<file path="src/rtl/pim_pkg.sv">
package pim_pkg;

    // ----------------------------------------
    // register offsets
    // ----------------------------------------
    localparam logic [7:0] OFS_CHARGER_STATUS   = 8'h01;
    localparam logic [7:0] OFS_REGULATOR_STATUS = 8'h02;
    localparam logic [7:0] OFS_CHARGER_MASK     = 8'h03;
    localparam logic [7:0] OFS_REGULATOR_MASK   = 8'h04;
    localparam logic [7:0] OFS_CHARGER_ACK      = 8'h05;
    localparam logic [7:0] OFS_REGULATOR_ACK    = 8'h06;
    localparam logic [7:0] OFS_CHARGER_CONFIG   = 8'h07;

    // ----------------------------------------
    // reset values
    // ----------------------------------------
    localparam logic [7:0] RST_MASK   = 8'hFF;
    localparam logic [7:0] RST_ACK    = 8'h00;
    localparam logic [7:0] RST_CONFIG = 8'h1B;
    localparam logic [7:0] RST_ZERO   = 8'h00;

    // ----------------------------------------
    // field positions
    // ----------------------------------------
    localparam int REG_RESERVED_BIT   = 4;
    localparam int CFG_AUTO_ON_INHIBIT = 7;
    localparam int CFG_CHARGER_RESTART = 6;
    localparam int CFG_TIMER_ENABLE    = 5;
    localparam int CFG_RATE_HI         = 4;
    localparam int CFG_RATE_LO         = 3;
    localparam int CFG_USB_LIMIT_SEL   = 2;
    localparam int CFG_USB_CHARGE_OK   = 1;
    localparam int CFG_CHARGE_ENABLE   = 0;

    localparam int NUM_SOURCES = 16;

endpackage

</file>
<file path="src/rtl/pim_ack_bit.sv">
module pim_ack_bit
(
    input  wire logic clock,
    input  wire logic sys_rst,
    input  wire logic cond,
    input  wire logic mask,
    input  wire logic set_ack,
    output logic      pending,
    output logic      ack
);
    logic prev_reg;
    logic ack_reg;
    logic flag_reg;
    logic ack_next;
    logic flag_next;
    wire  rise = cond & ~prev_reg;

    // acknowledge only taken while the condition stands; clears when it goes
    assign ack_next  = cond & (ack_reg | (set_ack & flag_reg));
    // unmasked rising edge arms the flag, ack or loss of condition retires it
    assign flag_next = cond & ((flag_reg & ~ack_next) | (rise & ~mask));

    always_ff @(posedge clock)
    begin
        if (sys_rst)
        begin
            prev_reg <= 1'b0;
            ack_reg  <= 1'b0;
            flag_reg <= 1'b0;
        end
        else
        begin
            prev_reg <= cond;
            ack_reg  <= ack_next;
            flag_reg <= flag_next;
        end
    end

    assign pending = flag_reg & ~mask & ~ack_reg;
    assign ack     = ack_reg;
endmodule

</file>
<file path="src/rtl/pim_irq_ctrl.sv">
// Functional notes
// RULE1: regulator mask bit n blocks regulator status n; all bits rw, reset one.
// RULE2: regulator mask bit 4 reserved, rw, resets one, affects nothing.
// RULE3: one acknowledge bit per charger status; set ack stops that interrupt.
// RULE4: one acknowledge bit per regulator status; set ack stops that interrupt.
// RULE5: after ack, output shows next pending; high only when none remain.
// RULE6: charger ack bit self-clears when its status condition goes away.
// RULE7: regulator ack bit self-clears when its status condition goes away.
// RULE8: charger ack register read-only at 05h, reset zero.
// RULE9: regulator ack register read-only at 06h, reset zero, bit 4 reserved.
// RULE10: host should normally not access the acknowledge registers.
// RULE11: charger configuration at 07h, all bits rw, resets to 1Bh.
// RULE12: configuration fields: inhibit, restart, timer, rate, usb limit, usb ok, enable.
// RULE13: rising regulator status edge drives interrupt low unless masked.
// RULE14: charger mask bit n blocks charger status n; resets to all ones.
// RULE15: regulator mask at 04h, resets to all ones.
// RULE16: fixed priority, lowest register then bit; status read acknowledges it.
// RULE17: reset clears acks and sets masks so interrupt output stays high.
module pim_irq_ctrl
(
    input  wire logic       clock,
    input  wire logic       sys_rst,
    input  wire logic [7:0] charger_status_pin,
    input  wire logic [7:0] regulator_status_pin,
    input  wire logic [7:0] reg_addr,
    input  wire logic [7:0] reg_wdata,
    input  wire logic       reg_write,
    input  wire logic       reg_read,
    output logic      [7:0] reg_rdata,
    output logic            irq_n,
    output logic            auto_on_inhibit,
    output logic            charger_restart,
    output logic            timer_enable,
    output logic      [1:0] charge_rate,
    output logic            usb_limit_select,
    output logic            usb_charge_allowed,
    output logic            charge_enable
);

    // ----------------------------------------
    // status input synchronisers
    // ----------------------------------------
    logic [15:0] sync1_reg;
    logic [15:0] sync2_reg;

    always_ff @(posedge clock)
    begin
        if (sys_rst)
        begin
            sync1_reg <= 16'h0000;
            sync2_reg <= 16'h0000;
        end
        else
        begin
            sync1_reg <= {regulator_status_pin, charger_status_pin};
            sync2_reg <= sync1_reg;
        end
    end

    wire [7:0] charger_status   = sync2_reg[7:0];
    // reserved regulator position never raises anything
    wire [7:0] regulator_status = sync2_reg[15:8] & ~(8'h01 << pim_pkg::REG_RESERVED_BIT);

    // ----------------------------------------
    // writable registers
    // ----------------------------------------
    logic [7:0] charger_irq_mask_reg;
    logic [7:0] regulator_irq_mask_reg;
    logic [7:0] charger_configuration_reg;

    wire wr_chg_mask = reg_write & (reg_addr == pim_pkg::OFS_CHARGER_MASK);
    wire wr_reg_mask = reg_write & (reg_addr == pim_pkg::OFS_REGULATOR_MASK);
    wire wr_config   = reg_write & (reg_addr == pim_pkg::OFS_CHARGER_CONFIG);

    always_ff @(posedge clock)
    begin
        if (sys_rst)
        begin
            charger_irq_mask_reg      <= pim_pkg::RST_MASK; // RULE14 RULE17
            regulator_irq_mask_reg    <= pim_pkg::RST_MASK; // RULE1 RULE2 RULE15 RULE17
            charger_configuration_reg <= pim_pkg::RST_CONFIG; // RULE11
        end
        else
        begin
            if (wr_chg_mask)
                charger_irq_mask_reg <= reg_wdata; // RULE14
            if (wr_reg_mask)
                regulator_irq_mask_reg <= reg_wdata; // RULE1 RULE2
            if (wr_config)
                charger_configuration_reg <= reg_wdata; // RULE11
        end
    end

    // ----------------------------------------
    // per-source flag and acknowledge
    // ----------------------------------------
    wire [15:0] all_cond = {regulator_status, charger_status};
    wire [15:0] all_mask = {regulator_irq_mask_reg, charger_irq_mask_reg};
    logic [15:0] pending;
    logic [15:0] ack_bits;
    logic [15:0] sel_onehot;

    // lowest pending index wins: charger register before regulator
    assign sel_onehot = pending & (~pending + 16'h0001); // RULE16

    // status read retires the source currently presented, if it is in that register
    wire rd_chg_status = reg_read & (reg_addr == pim_pkg::OFS_CHARGER_STATUS);
    wire rd_reg_status = reg_read & (reg_addr == pim_pkg::OFS_REGULATOR_STATUS);
    wire [15:0] ack_req = sel_onehot & {{8{rd_reg_status}}, {8{rd_chg_status}}}; // RULE16

    genvar gi;
    generate
        for (gi = 0; gi < pim_pkg::NUM_SOURCES; gi++)
        begin : g_src
            // RULE3 RULE4 RULE6 RULE7 RULE13
            pim_ack_bit u_bit
            (
                .clock   (clock),
                .sys_rst (sys_rst),
                .cond    (all_cond[gi]),
                .mask    (all_mask[gi]),
                .set_ack (ack_req[gi]),
                .pending (pending[gi]),
                .ack     (ack_bits[gi])
            );
        end
    endgenerate

    // ----------------------------------------
    // interrupt output
    // ----------------------------------------
    logic irq_n_reg;

    always_ff @(posedge clock)
    begin
        if (sys_rst)
            irq_n_reg <= 1'b1; // RULE17
        else
            irq_n_reg <= ~(|pending); // RULE5 RULE13
    end

    assign irq_n = irq_n_reg;

    // ----------------------------------------
    // read path
    // ----------------------------------------
    // ack registers are read-only: writes at these offsets fall through unused
    logic [7:0] rd_mux;

    always_comb
    begin
        case (reg_addr)
            pim_pkg::OFS_CHARGER_STATUS:   rd_mux = charger_status;
            pim_pkg::OFS_REGULATOR_STATUS: rd_mux = regulator_status;
            pim_pkg::OFS_CHARGER_MASK:     rd_mux = charger_irq_mask_reg;
            pim_pkg::OFS_REGULATOR_MASK:   rd_mux = regulator_irq_mask_reg;
            pim_pkg::OFS_CHARGER_ACK:      rd_mux = ack_bits[7:0]; // RULE8 RULE10
            pim_pkg::OFS_REGULATOR_ACK:    rd_mux = ack_bits[15:8]; // RULE9 RULE10
            pim_pkg::OFS_CHARGER_CONFIG:   rd_mux = charger_configuration_reg;
            default:                       rd_mux = pim_pkg::RST_ZERO;
        endcase
    end

    logic [7:0] rdata_reg;

    always_ff @(posedge clock)
    begin
        if (sys_rst)
            rdata_reg <= pim_pkg::RST_ZERO;
        else if (reg_read)
            rdata_reg <= rd_mux;
    end

    assign reg_rdata = rdata_reg;

    // ----------------------------------------
    // configuration fields
    // ----------------------------------------
    // RULE12
    assign auto_on_inhibit    = charger_configuration_reg[pim_pkg::CFG_AUTO_ON_INHIBIT];
    assign charger_restart    = charger_configuration_reg[pim_pkg::CFG_CHARGER_RESTART];
    assign timer_enable       = charger_configuration_reg[pim_pkg::CFG_TIMER_ENABLE];
    assign charge_rate        = charger_configuration_reg[pim_pkg::CFG_RATE_HI:pim_pkg::CFG_RATE_LO];
    assign usb_limit_select   = charger_configuration_reg[pim_pkg::CFG_USB_LIMIT_SEL];
    assign usb_charge_allowed = charger_configuration_reg[pim_pkg::CFG_USB_CHARGE_OK];
    assign charge_enable      = charger_configuration_reg[pim_pkg::CFG_CHARGE_ENABLE];

endmodule

</file>
<file path="config.mk">
export PLATFORM = sky130hd
export DESIGN_NAME = pim_irq_ctrl
export DESIGN_NICKNAME = d
export VERILOG_FILES = /design/src/rtl/pim_pkg.sv /design/src/rtl/pim_ack_bit.sv /design/src/rtl/pim_irq_ctrl.sv
export SDC_FILE = /design/constraint.sdc
export NUM_CORES = 1
export LEC_CHECK = 0
export BUFFER_PORTS_ARGS = -buffer_cell sky130_fd_sc_hd__buf_4
export CAP_MARGIN = 20
export CELL_PAD_IN_SITES_DETAIL_PLACEMENT = 0
export CELL_PAD_IN_SITES_GLOBAL_PLACEMENT = 1
export CORE_MARGIN = 10
export CORE_UTILIZATION = 40
export CTS_CLUSTER_DIAMETER = 50
export CTS_CLUSTER_SIZE = 30
export DETAILED_ROUTE_END_ITERATION = 12
export PLACE_DENSITY = 0.73
export SYNTH_ARGS = -nofsm -noshare
export SYNTH_HDL_FRONTEND = slang
export SYNTH_SLANG_ARGS = --single-unit
</file>
<file path="constraint.sdc">
create_clock -name clock -period 2.3 [get_ports clock]
set_clock_uncertainty 0.1 [all_clocks]
set_input_delay 0.115 -clock clock [delete_from_list [all_inputs] [get_ports clock]]
set_output_delay 0.115 -clock clock [all_outputs]
set_load 0.02 [all_outputs]
</file>
# Word-level counts from Yosys, hierarchy flattened
# Cells that the tools add are included.
# op_classes
bitwise_logic,219
n_mux,1
n_eq_ne,7
n_addsub,1
reduce_logical,1
# op_table
op,count
1-bit bitwise AND,125
1-bit NOT,61
8-bit one-hot mux with 7 select lines,1
16-bit bitwise AND,2
"8-bit by 3-bit == test with 1-bit output, second input constant",4
1-bit bitwise OR,30
"16-bit by 1-bit adder with 16-bit output, second input constant",1
"8-bit by 2-bit == test with 1-bit output, second input constant",2
16-bit NOT,1
15-bit OR reduction,1
"8-bit by 1-bit == test with 1-bit output, second input constant",1
# totals
inputBits,36
wordCells,281
regBits,110
out_inout_bits,17

# Depth between registers and ports, before layout
# Gate-level depths: netlist of the first run.
# depth
ltp_word,14
mapped_depth,7
ltp_nobuf,5

# Modules after synthesis
# Synthesis of the first run repeated with hierarchy kept, for this count alone.
# hier_totals
hier_cells,443
area_unflattened_um2,4486.8
# modules_own_cells
mod,cells_each,n_inst,area_per_inst_um2,seq_area_each_um2
pim_irq_ctrl,283,1,2625.0,1261.2
pim_ack_bit,10,16,116.4,60.1

# Worst setup path before layout of the first run
# OpenSTA, ideal clock, no wires.
# synth_timing
kind,reg-to-reg
startpoint,register g_src[0].u_bit.flag_reg
endpoint,register g_src[4].u_bit.flag_reg
setup_time_ns,0.124
path_stages_with_launch,7
n_path_buf,1
period_less_slack_ns,1.718
t_arrival_ns,1.494
required_time_ns,2.076
setup_slack_ns,0.582
cell_sequence,dfxtp_1 nor3b_1 or2_4 or3_1 buf_2 nor4b_1 nor2_1
# synth_between
elab_chain_len,13
# synth_rtl
element,line,text
"start, declared",pim_ack_bit.sv:13,logic flag_reg;
"start signal, assigned",pim_ack_bit.sv:35,flag_reg <= flag_next;
1-bit bitwise AND (2 in series),pim_ack_bit.sv:39,assign pending = flag_reg & ~mask & ~ack_reg;
16-bit NOT,pim_irq_ctrl.sv:104,assign sel_onehot = pending & (~pending + 16'h0001);
16-bit by 1-bit adder with 16-bit output,pim_irq_ctrl.sv:104,
16-bit bitwise AND,pim_irq_ctrl.sv:104,
16-bit bitwise AND,pim_irq_ctrl.sv:109,"wire [15:0] ack_req = sel_onehot & {{8{rd_reg_status}}, {8{rd_chg_status}}};"
1-bit bitwise AND,pim_ack_bit.sv:19,assign ack_next = cond & (ack_reg | (set_ack & flag_reg));
1-bit bitwise OR,pim_ack_bit.sv:19,
1-bit bitwise AND,pim_ack_bit.sv:19,
1-bit NOT,pim_ack_bit.sv:21,assign flag_next = cond & ((flag_reg & ~ack_next) | (rise & ~mask));
1-bit bitwise AND,pim_ack_bit.sv:21,
1-bit bitwise OR,pim_ack_bit.sv:21,
1-bit bitwise AND,pim_ack_bit.sv:21,
"end signal, assigned",pim_ack_bit.sv:35,
"end, declared",pim_ack_bit.sv:13,
# No other way between the ends.
# A chain may end at the register's enable or synchronous reset.

# Final worst setup path of the first run
# layout_timing
startpoint,register charger_irq_mask_reg[0]
endpoint,register g_src[7].u_bit.flag_reg
# layout_between
elab_chain_len,14
# layout_rtl
element,line,text
"start, declared",pim_irq_ctrl.sv:67,logic [7:0] charger_irq_mask_reg;
"start signal, assigned",pim_irq_ctrl.sv:79,charger_irq_mask_reg <= pim_pkg::RST_MASK;
"start signal, assigned",pim_irq_ctrl.sv:86,charger_irq_mask_reg <= reg_wdata;
1-bit NOT,pim_ack_bit.sv:39,
1-bit bitwise AND (2 in series),pim_ack_bit.sv:39,
16-bit NOT,pim_irq_ctrl.sv:104,
16-bit by 1-bit adder with 16-bit output,pim_irq_ctrl.sv:104,
16-bit bitwise AND,pim_irq_ctrl.sv:104,
16-bit bitwise AND,pim_irq_ctrl.sv:109,
1-bit bitwise AND,pim_ack_bit.sv:19,
1-bit bitwise OR,pim_ack_bit.sv:19,
1-bit bitwise AND,pim_ack_bit.sv:19,
1-bit NOT,pim_ack_bit.sv:21,
1-bit bitwise AND,pim_ack_bit.sv:21,
1-bit bitwise OR,pim_ack_bit.sv:21,
1-bit bitwise AND,pim_ack_bit.sv:21,
"end signal, assigned",pim_ack_bit.sv:35,
"end, declared",pim_ack_bit.sv:13,
# No other way between the ends.

==> flow_summary_export.csv, run 1 <==
group,metric,value,unit
timing,max_freq,486,MHz
layout,syn_to_final_growth,23.0,%
floorplanning,fp-row-count,38,
floorplanning,initial_utilization,0.406,
power_and_ir_drop,ir_worst_vdd,0.328,mV
global_routing,grt-ovfl-total,0,
clock_network,clockRootBuffer,"clkbuf_8",
synthesis,ys.flop_type,"dfxtp_1",
timing,fin_crit_sh,0.894,
synthesis,synth_area,0.00436,mm^2
drt,vias,3498,
clock_network,clkTransAtPathRegs,0.10,ns
synthesis,synth_nets,499,
floorplanning,die_y,124,um
global_routing,first_global_vias,3488,
place,port_buffers,51,
timing,finalMaxSlewViolations,0,
floorplanning,dieWidth,124,um
drt,drt-initial-drc-count,222,
setup_path,worstPathArrival,2.23,ns
clock_network,clock_sinks,108,
timing,setup_violations,0,
clock_network,insertion_delay,0.38,ns
synthesis,postSynthCellCount,463,
layout,layout_commonest_cell,"dfxtp_1",
timing,hold_viol,0,
setup_path,crit_fanout,5,
power_and_ir_drop,p_per_area,605,mW/mm^2
drt,dr.pass1.iters,5,
setup_path,cp-start-kind,"flop",
synthesis,syn_area_per_cell,9.42,um^2
synthesis,synth_edf_count,0,
synthesis,synth_seq_cells,108,
worst_hold_path,hp-class,"in2reg",
clock_network,ctsLongestPathBuffers,2,
timing,worst_slew_pin_slew,0.686,ns
clock_network,htree_num_levels,3,
floorplanning,core_area,0.0107,mm^2
status,outcome,"finished clean",
drt,route.detailed.drc,0,
synthesis,async_flop_share,0,
layout,nets,579,
timing,period_minus_slack,2.06,ns
power_and_ir_drop,leakagePower,0.00206,uW
synthesis,synth_cell_types,60,
layout,drive_above_1_share,0.184,
drt,drt_wl_total,11.2,mm
global_routing,antenna_found_initial,0,
global_routing,grt_usage,0.145,
place,gp_congestion,0.808,
setup_path,critPathKind,"reg2reg",
layout,final_cell_mix,"dfxtp_1 (108), buf_4 (63), nor2b_1 (60), nor2_1 (40), inv_1 (27)",
global_routing,grt_pass1_wl,18.3,mm
synthesis,ys_warn_count,0,
drt,via_per_inst,5.08,
setup_path,endpoint_kind,"flop",
global_routing,grt_max_degree,49,
place,dp_hpwl,8.31,mm
floorplanning,die-area,0.0155,mm^2
drt,ant_nets,0,
power_and_ir_drop,power.total,3250,uW
layout,antenna_cells,0,
synthesis,yosysSeqAreaShare,0.496,
floorplanning,num_io_pins,53,
clock_network,cts_tree,"built",
timing,finalSetupTns,0,ns
timing,rsz0062_at_grt,"false",
run,max_cap_viol_count,0,
setup_path,rrSetupSlack,0.24,ns
setup_path,critical_path_required,2.47,ns
clock_network,cts_buffers,9,
timing,maxSlewHeadroom,0.539,
drt,wl_per_cell,16.3,um
==> where the power goes <==
part           switching [uW]  total [uW]  leakage [uW]  internal, uW
clock network             632        1090     0.0000892           460
logic                     115         243       0.00109           127
registers                13.9        1920      0.000878          1900
total                     761        3250       0.00206          2490
==> timing repair <==
action                    4_1_cts  5_1_grt
hold buffers                   24        0
hold endpoints to repair       40        0
gates resized for setup         0        0
buffers inserted                0        0
==> routing by layer <==
layer,GRT usage,vias up,share of wire
li1,-,1792,-
met1,0.189,1602,0.47
met2,0.227,90,0.46
met3,0.0294,14,0.053
met4,0.0624,0,0.017
met5,0,-,0
==> critical path: stages, from the launching register on <==
cell	delay, ns
dfxtp_1	0.42
nor3b_1	0.12
or2_4	0.28
nor4_2	0.63
a311oi_1	0.19
o21a_1	0.21
==> stage by stage <==
| step | cell area [um^2] | util | hold WS (ns) | std cells | worst slack (ns) |
|---|---|---|---|---|---|
| floorplan | 4360 | - | 0.106 | 463 | 0.582 |
| global placement | 4940 | 0.460 | 0.227 | 648 | 0.320 |
| detailed placement | 4940 | 0.460 | 0.230 | 648 | 0.288 |
| CTS | 5370 | 0.499 | 0.0342 | 688 | 0.288 |
| global route | 5370 | 0.499 | 0.0473 | 688 | 0.175 |
| finish | 5370 | 0.499 | 0.0500 | 688 | 0.243 |
==> synth_stat cells (all sizes together) (4+ instances only) <==
library cell,instances,area [um^2]
dfxtp,108,2160
nor2b,60,375
nor2,40,150
inv,27,101
nand2,26,97.6
nor3,22,115
a21oi,21,105
nor3b,12,101
clkbuf,11,42.5
o21ai,11,55.1
a211o,9,78.8
buf,8,50.0
mux2,8,90.1
a31oi,7,43.8
o22ai,7,43.8
a41oi,6,52.6
a22o,5,43.8
a22oi,5,37.5
and2,5,31.3
mux2i,5,50.1
nand2b,5,31.3
o21a,5,37.5
nand3,4,20.0
nor4,4,46.3
==> area by class of cell <==
class / count / area, um^2
fillers: 1056 / 5380
flip-flops and latches: 108 / 2160
multi-input cells: 309 / 2010
repair buffers: 88 / 733
well taps: 140 / 175
clock buffers: 12 / 155
inverters: 27 / 101
clock inverters: 4 / 32.5
==> cell families (layout without fill, tap and decap cells) <==
| logic type | Yosys count | in the layout | share of synthesized area |
|---|---|---|---|
| flip-flops | 108 | 108 | 0.496 |
| multiplexers | 16 | 16 | 0.0476 |
| buffers and inverters | 46 | 131 | 0.0444 |
| AO/OA/AOI/OAI | 96 | 96 | 0.154 |
| AND/OR/NAND/NOR | 197 | 197 | 0.258 |
==> path summary, 6_finish.rpt <==
path                                               start                      endpoint  cells past startpoint
worst max-delay path             charger_irq_mask_reg[0]       g_src[7].u_bit.flag_reg                      5
worst min-delay path                             sys_rst  charger_configuration_reg[5]                      2
worst max register to register   charger_irq_mask_reg[0]       g_src[7].u_bit.flag_reg                      5
worst min register to register  g_src[11].u_bit.prev_reg      g_src[11].u_bit.flag_reg                      1
Power figures use the tool's default switching activity.
==> inputs of run 2 (changes only) <==
--- a/config.mk
+++ b/config.mk
@@ -11,10 +11,12 @@
 export CELL_PAD_IN_SITES_GLOBAL_PLACEMENT = 1
 export CORE_MARGIN = 10
 export CORE_UTILIZATION = 40
+export CTS_BUF_LIST = sky130_fd_sc_hd__clkbuf_4 sky130_fd_sc_hd__clkbuf_8
 export CTS_CLUSTER_DIAMETER = 50
 export CTS_CLUSTER_SIZE = 30
 export DETAILED_ROUTE_END_ITERATION = 12
 export PLACE_DENSITY = 0.73
+export REMOVE_ABC_BUFFERS = 1
 export SYNTH_ARGS = -nofsm -noshare
 export SYNTH_HDL_FRONTEND = slang
 export SYNTH_SLANG_ARGS = --single-unit
==> flow_summary_export.csv, run 2 (synthesis gave the netlist of run 1 again) <==
group,metric,value,unit
global_routing,grt_usage,0.145,
clock_network,insertion_delay,0.38,ns
timing,period_minus_slack,1.93,ns
setup_path,critPathKind,"reg2reg",
global_routing,top_usage_layer,"met2",
floorplanning,num_io_pins,53,
clock_network,htree_num_levels,3,
layout,drive_above_1_share,0.189,
worst_hold_path,worstHoldStart,"reg_addr[6]",
global_routing,grt_max_degree,40,
place,dp_hpwl,8.41,mm
global_routing,grt_pass1_wl,18.3,mm
drt,ant_nets,0,
power_and_ir_drop,p_sw_frac,0.225,
place,port_buffers,51,
timing,fin_crit_sh,0.839,
layout,syn_to_final_growth,24.0,%
worst_hold_path,hp-class,"in2reg",
setup_path,cp-start-kind,"flop",
setup_path,crit_family,"simple AND/OR/NAND/NOR gates",
timing,finalSetupTns,0,ns
timing,setup_violations,0,
place,gp_congestion,0.809,
setup_path,critical_path_required,2.46,ns
timing,finalMaxSlewViolations,0,
layout,final_cell_mix,"dfxtp_1 (108), buf_4 (65), nor2b_1 (60), nor2_1 (40), inv_1 (27)",
clock_network,clock_sinks,108,
global_routing,use_met3,0.0434,
layout,fillers,1040,
global_routing,met1_usage,0.183,
drt,drt_wl_total,11.4,mm
drt,via_per_inst,5.20,
setup_path,path_buf_inv,0,
status,outcome,"finished clean",
drt,wl_per_cell,16.5,um
global_routing,met2_usage,0.232,
setup_path,r2r_end,"g_src[14].u_bit.flag_reg",
run,max_cap_viol_count,0,
global_routing,grt-ovfl-total,0,
setup_path,cp.depth,5,
clock_network,cts_tree,"built",
global_routing,first_global_vias,3547,
power_and_ir_drop,p_int,2640,uW
power_and_ir_drop,p_seq_frac,0.562,
setup_path,rrSetupSlack,0.37,ns
setup_path,crit_chain,"nor3b_1, a2111o_1, nor3_2, and2_1, a31oi_1",
layout,nets,581,
drt,route.detailed.drc,0,
worst_hold_path,hold-path-cell-count,4,
place,post-place-cells,650,
drt,drt-initial-drc-count,249,
setup_path,crit_fanout,6,
layout,antenna_cells,0,
setup_path,worstPathArrival,2.09,ns
floorplanning,core_area,0.0107,mm^2
power_and_ir_drop,ir_worst_vdd,0.580,mV
timing,max_freq,518,MHz
power_and_ir_drop,p_switching,765,uW
clock_network,clkTransAtPathRegs,0.10,ns
setup_path,slowest_delay,0.46,ns
setup_path,endpoint_kind,"flop",
timing,hold-worst-slack,0.0436,ns
clock_network,post-cts-setup-buffers,0,
floorplanning,fp-row-count,38,
power_and_ir_drop,pwr-share-comb,0.073,
floorplanning,die-area,0.0155,mm^2
place,dp_worst_setup_slack,0.351,ns
drt,dr.pass1.iters,4,
setup_path,cp_slowest_cell,"dfxtp_1",
setup_path,rr_startpoint,"g_src[8].u_bit.ack",
floorplanning,die_y,124,um
clock_network,ctsLongestPathBuffers,2,
global_routing,antenna_found_initial,0,
floorplanning,dieWidth,124,um
drt,vias,3588,
power_and_ir_drop,p_per_area,630,mW/mm^2
power_and_ir_drop,power.share.clock,0.365,
timing,maxSlewHeadroom,0.656,
power_and_ir_drop,leakagePower,0.00209,uW
timing,rsz0062_at_grt,"false",
clock_network,cts_buffers,9,
setup_path,reg2regPathDepth,5,
layout,fin_cells,690,
floorplanning,initial_utilization,0.406,
timing,worst_slew_pin_slew,0.512,ns
clock_network,clockRootBuffer,"clkbuf_8",
timing,finalWorstSetupSlack,0.370,ns
worst_hold_path,min_to,"reg_rdata[7]",
timing,hold_viol,0,
layout,layout_commonest_cell,"dfxtp_1",
[run 2: cell types whose count changed in the layout (fill, tap and decap cells not counted), sizes merged]
cell and change:
clkinvlp -1, clkinv +3, inv -1, buf +2, bufinv +2, clkbuf -3
[run 2: worst max-delay path by stage]
stage | startpoint | endpoint
3_3_place_gp | reg_addr[5] | g_src[6].u_bit.flag_reg
6_report | g_src[8].u_bit.ack | g_src[14].u_bit.flag_reg
2_1_floorplan | g_src[0].u_bit.flag_reg | g_src[4].u_bit.flag_reg
4_1_cts | charger_irq_mask_reg[0] | g_src[7].u_bit.flag_reg
5_1_grt | charger_irq_mask_reg[0] | g_src[6].u_bit.flag_reg
3_5_place_dp | reg_addr[5] | g_src[7].u_bit.flag_reg
[run 2: per-stage QoR]
| stage | power (uW) | utilization | instance area (um^2) |
|---|---|---|---|
| CTS | 3450 | 0.503 | 5410 |
| detailed placement | 2170 | 0.461 | 4950 |
| finish | 3410 | 0.503 | 5410 |
| global route | 3540 | 0.503 | 5410 |
| floorplan | 2040 | - | 4270 |
| global placement | 2170 | 0.461 | 4950 |
[run 2: cell type report]
type	instances	area, um^2	share of cell area
well taps	140	175	0.0324
repair buffers	90	748	0.138
multi-input cells	309	2010	0.371
flip-flops and latches	108	2160	0.400
inverters	27	101	0.0187
clock inverters	7	91.3	0.0169
clock buffers	9	124	0.0229
[run 2: power groups by stage]
stage          sequential (uW)  clock, uW  combinational, uW
3_3_place_gp              1960          0                214
5_1_grt                   1920       1360                270
6_report                  1920       1240                247
3_5_place_dp              1960          0                216
4_1_cts                   1920       1280                249
2_1_floorplan             1950          0               87.2
[run 2: metal layers]
metal | vias up | wire, um | share of wire
met5 | - | 0 | 0
met4 | 0 | 178 | 0.016
met3 | 10 | 575 | 0.051
met2 | 80 | 5400 | 0.48
met1 | 1701 | 5210 | 0.46
li1 | 1797 | - | -
[run 2: worst min-delay path, delay by kind of cell]
kind,cells,cell delay (ns)
simple gates,2,0.18
compound gates,1,0.09
buf+inv,1,0.09
[run 2: what timing repair did]
item / 4_1_cts / 5_1_grt
gates resized for setup: 0 / 0
endpoints found under the hold margin: 40 / 0
hold buffers: 24 / 0
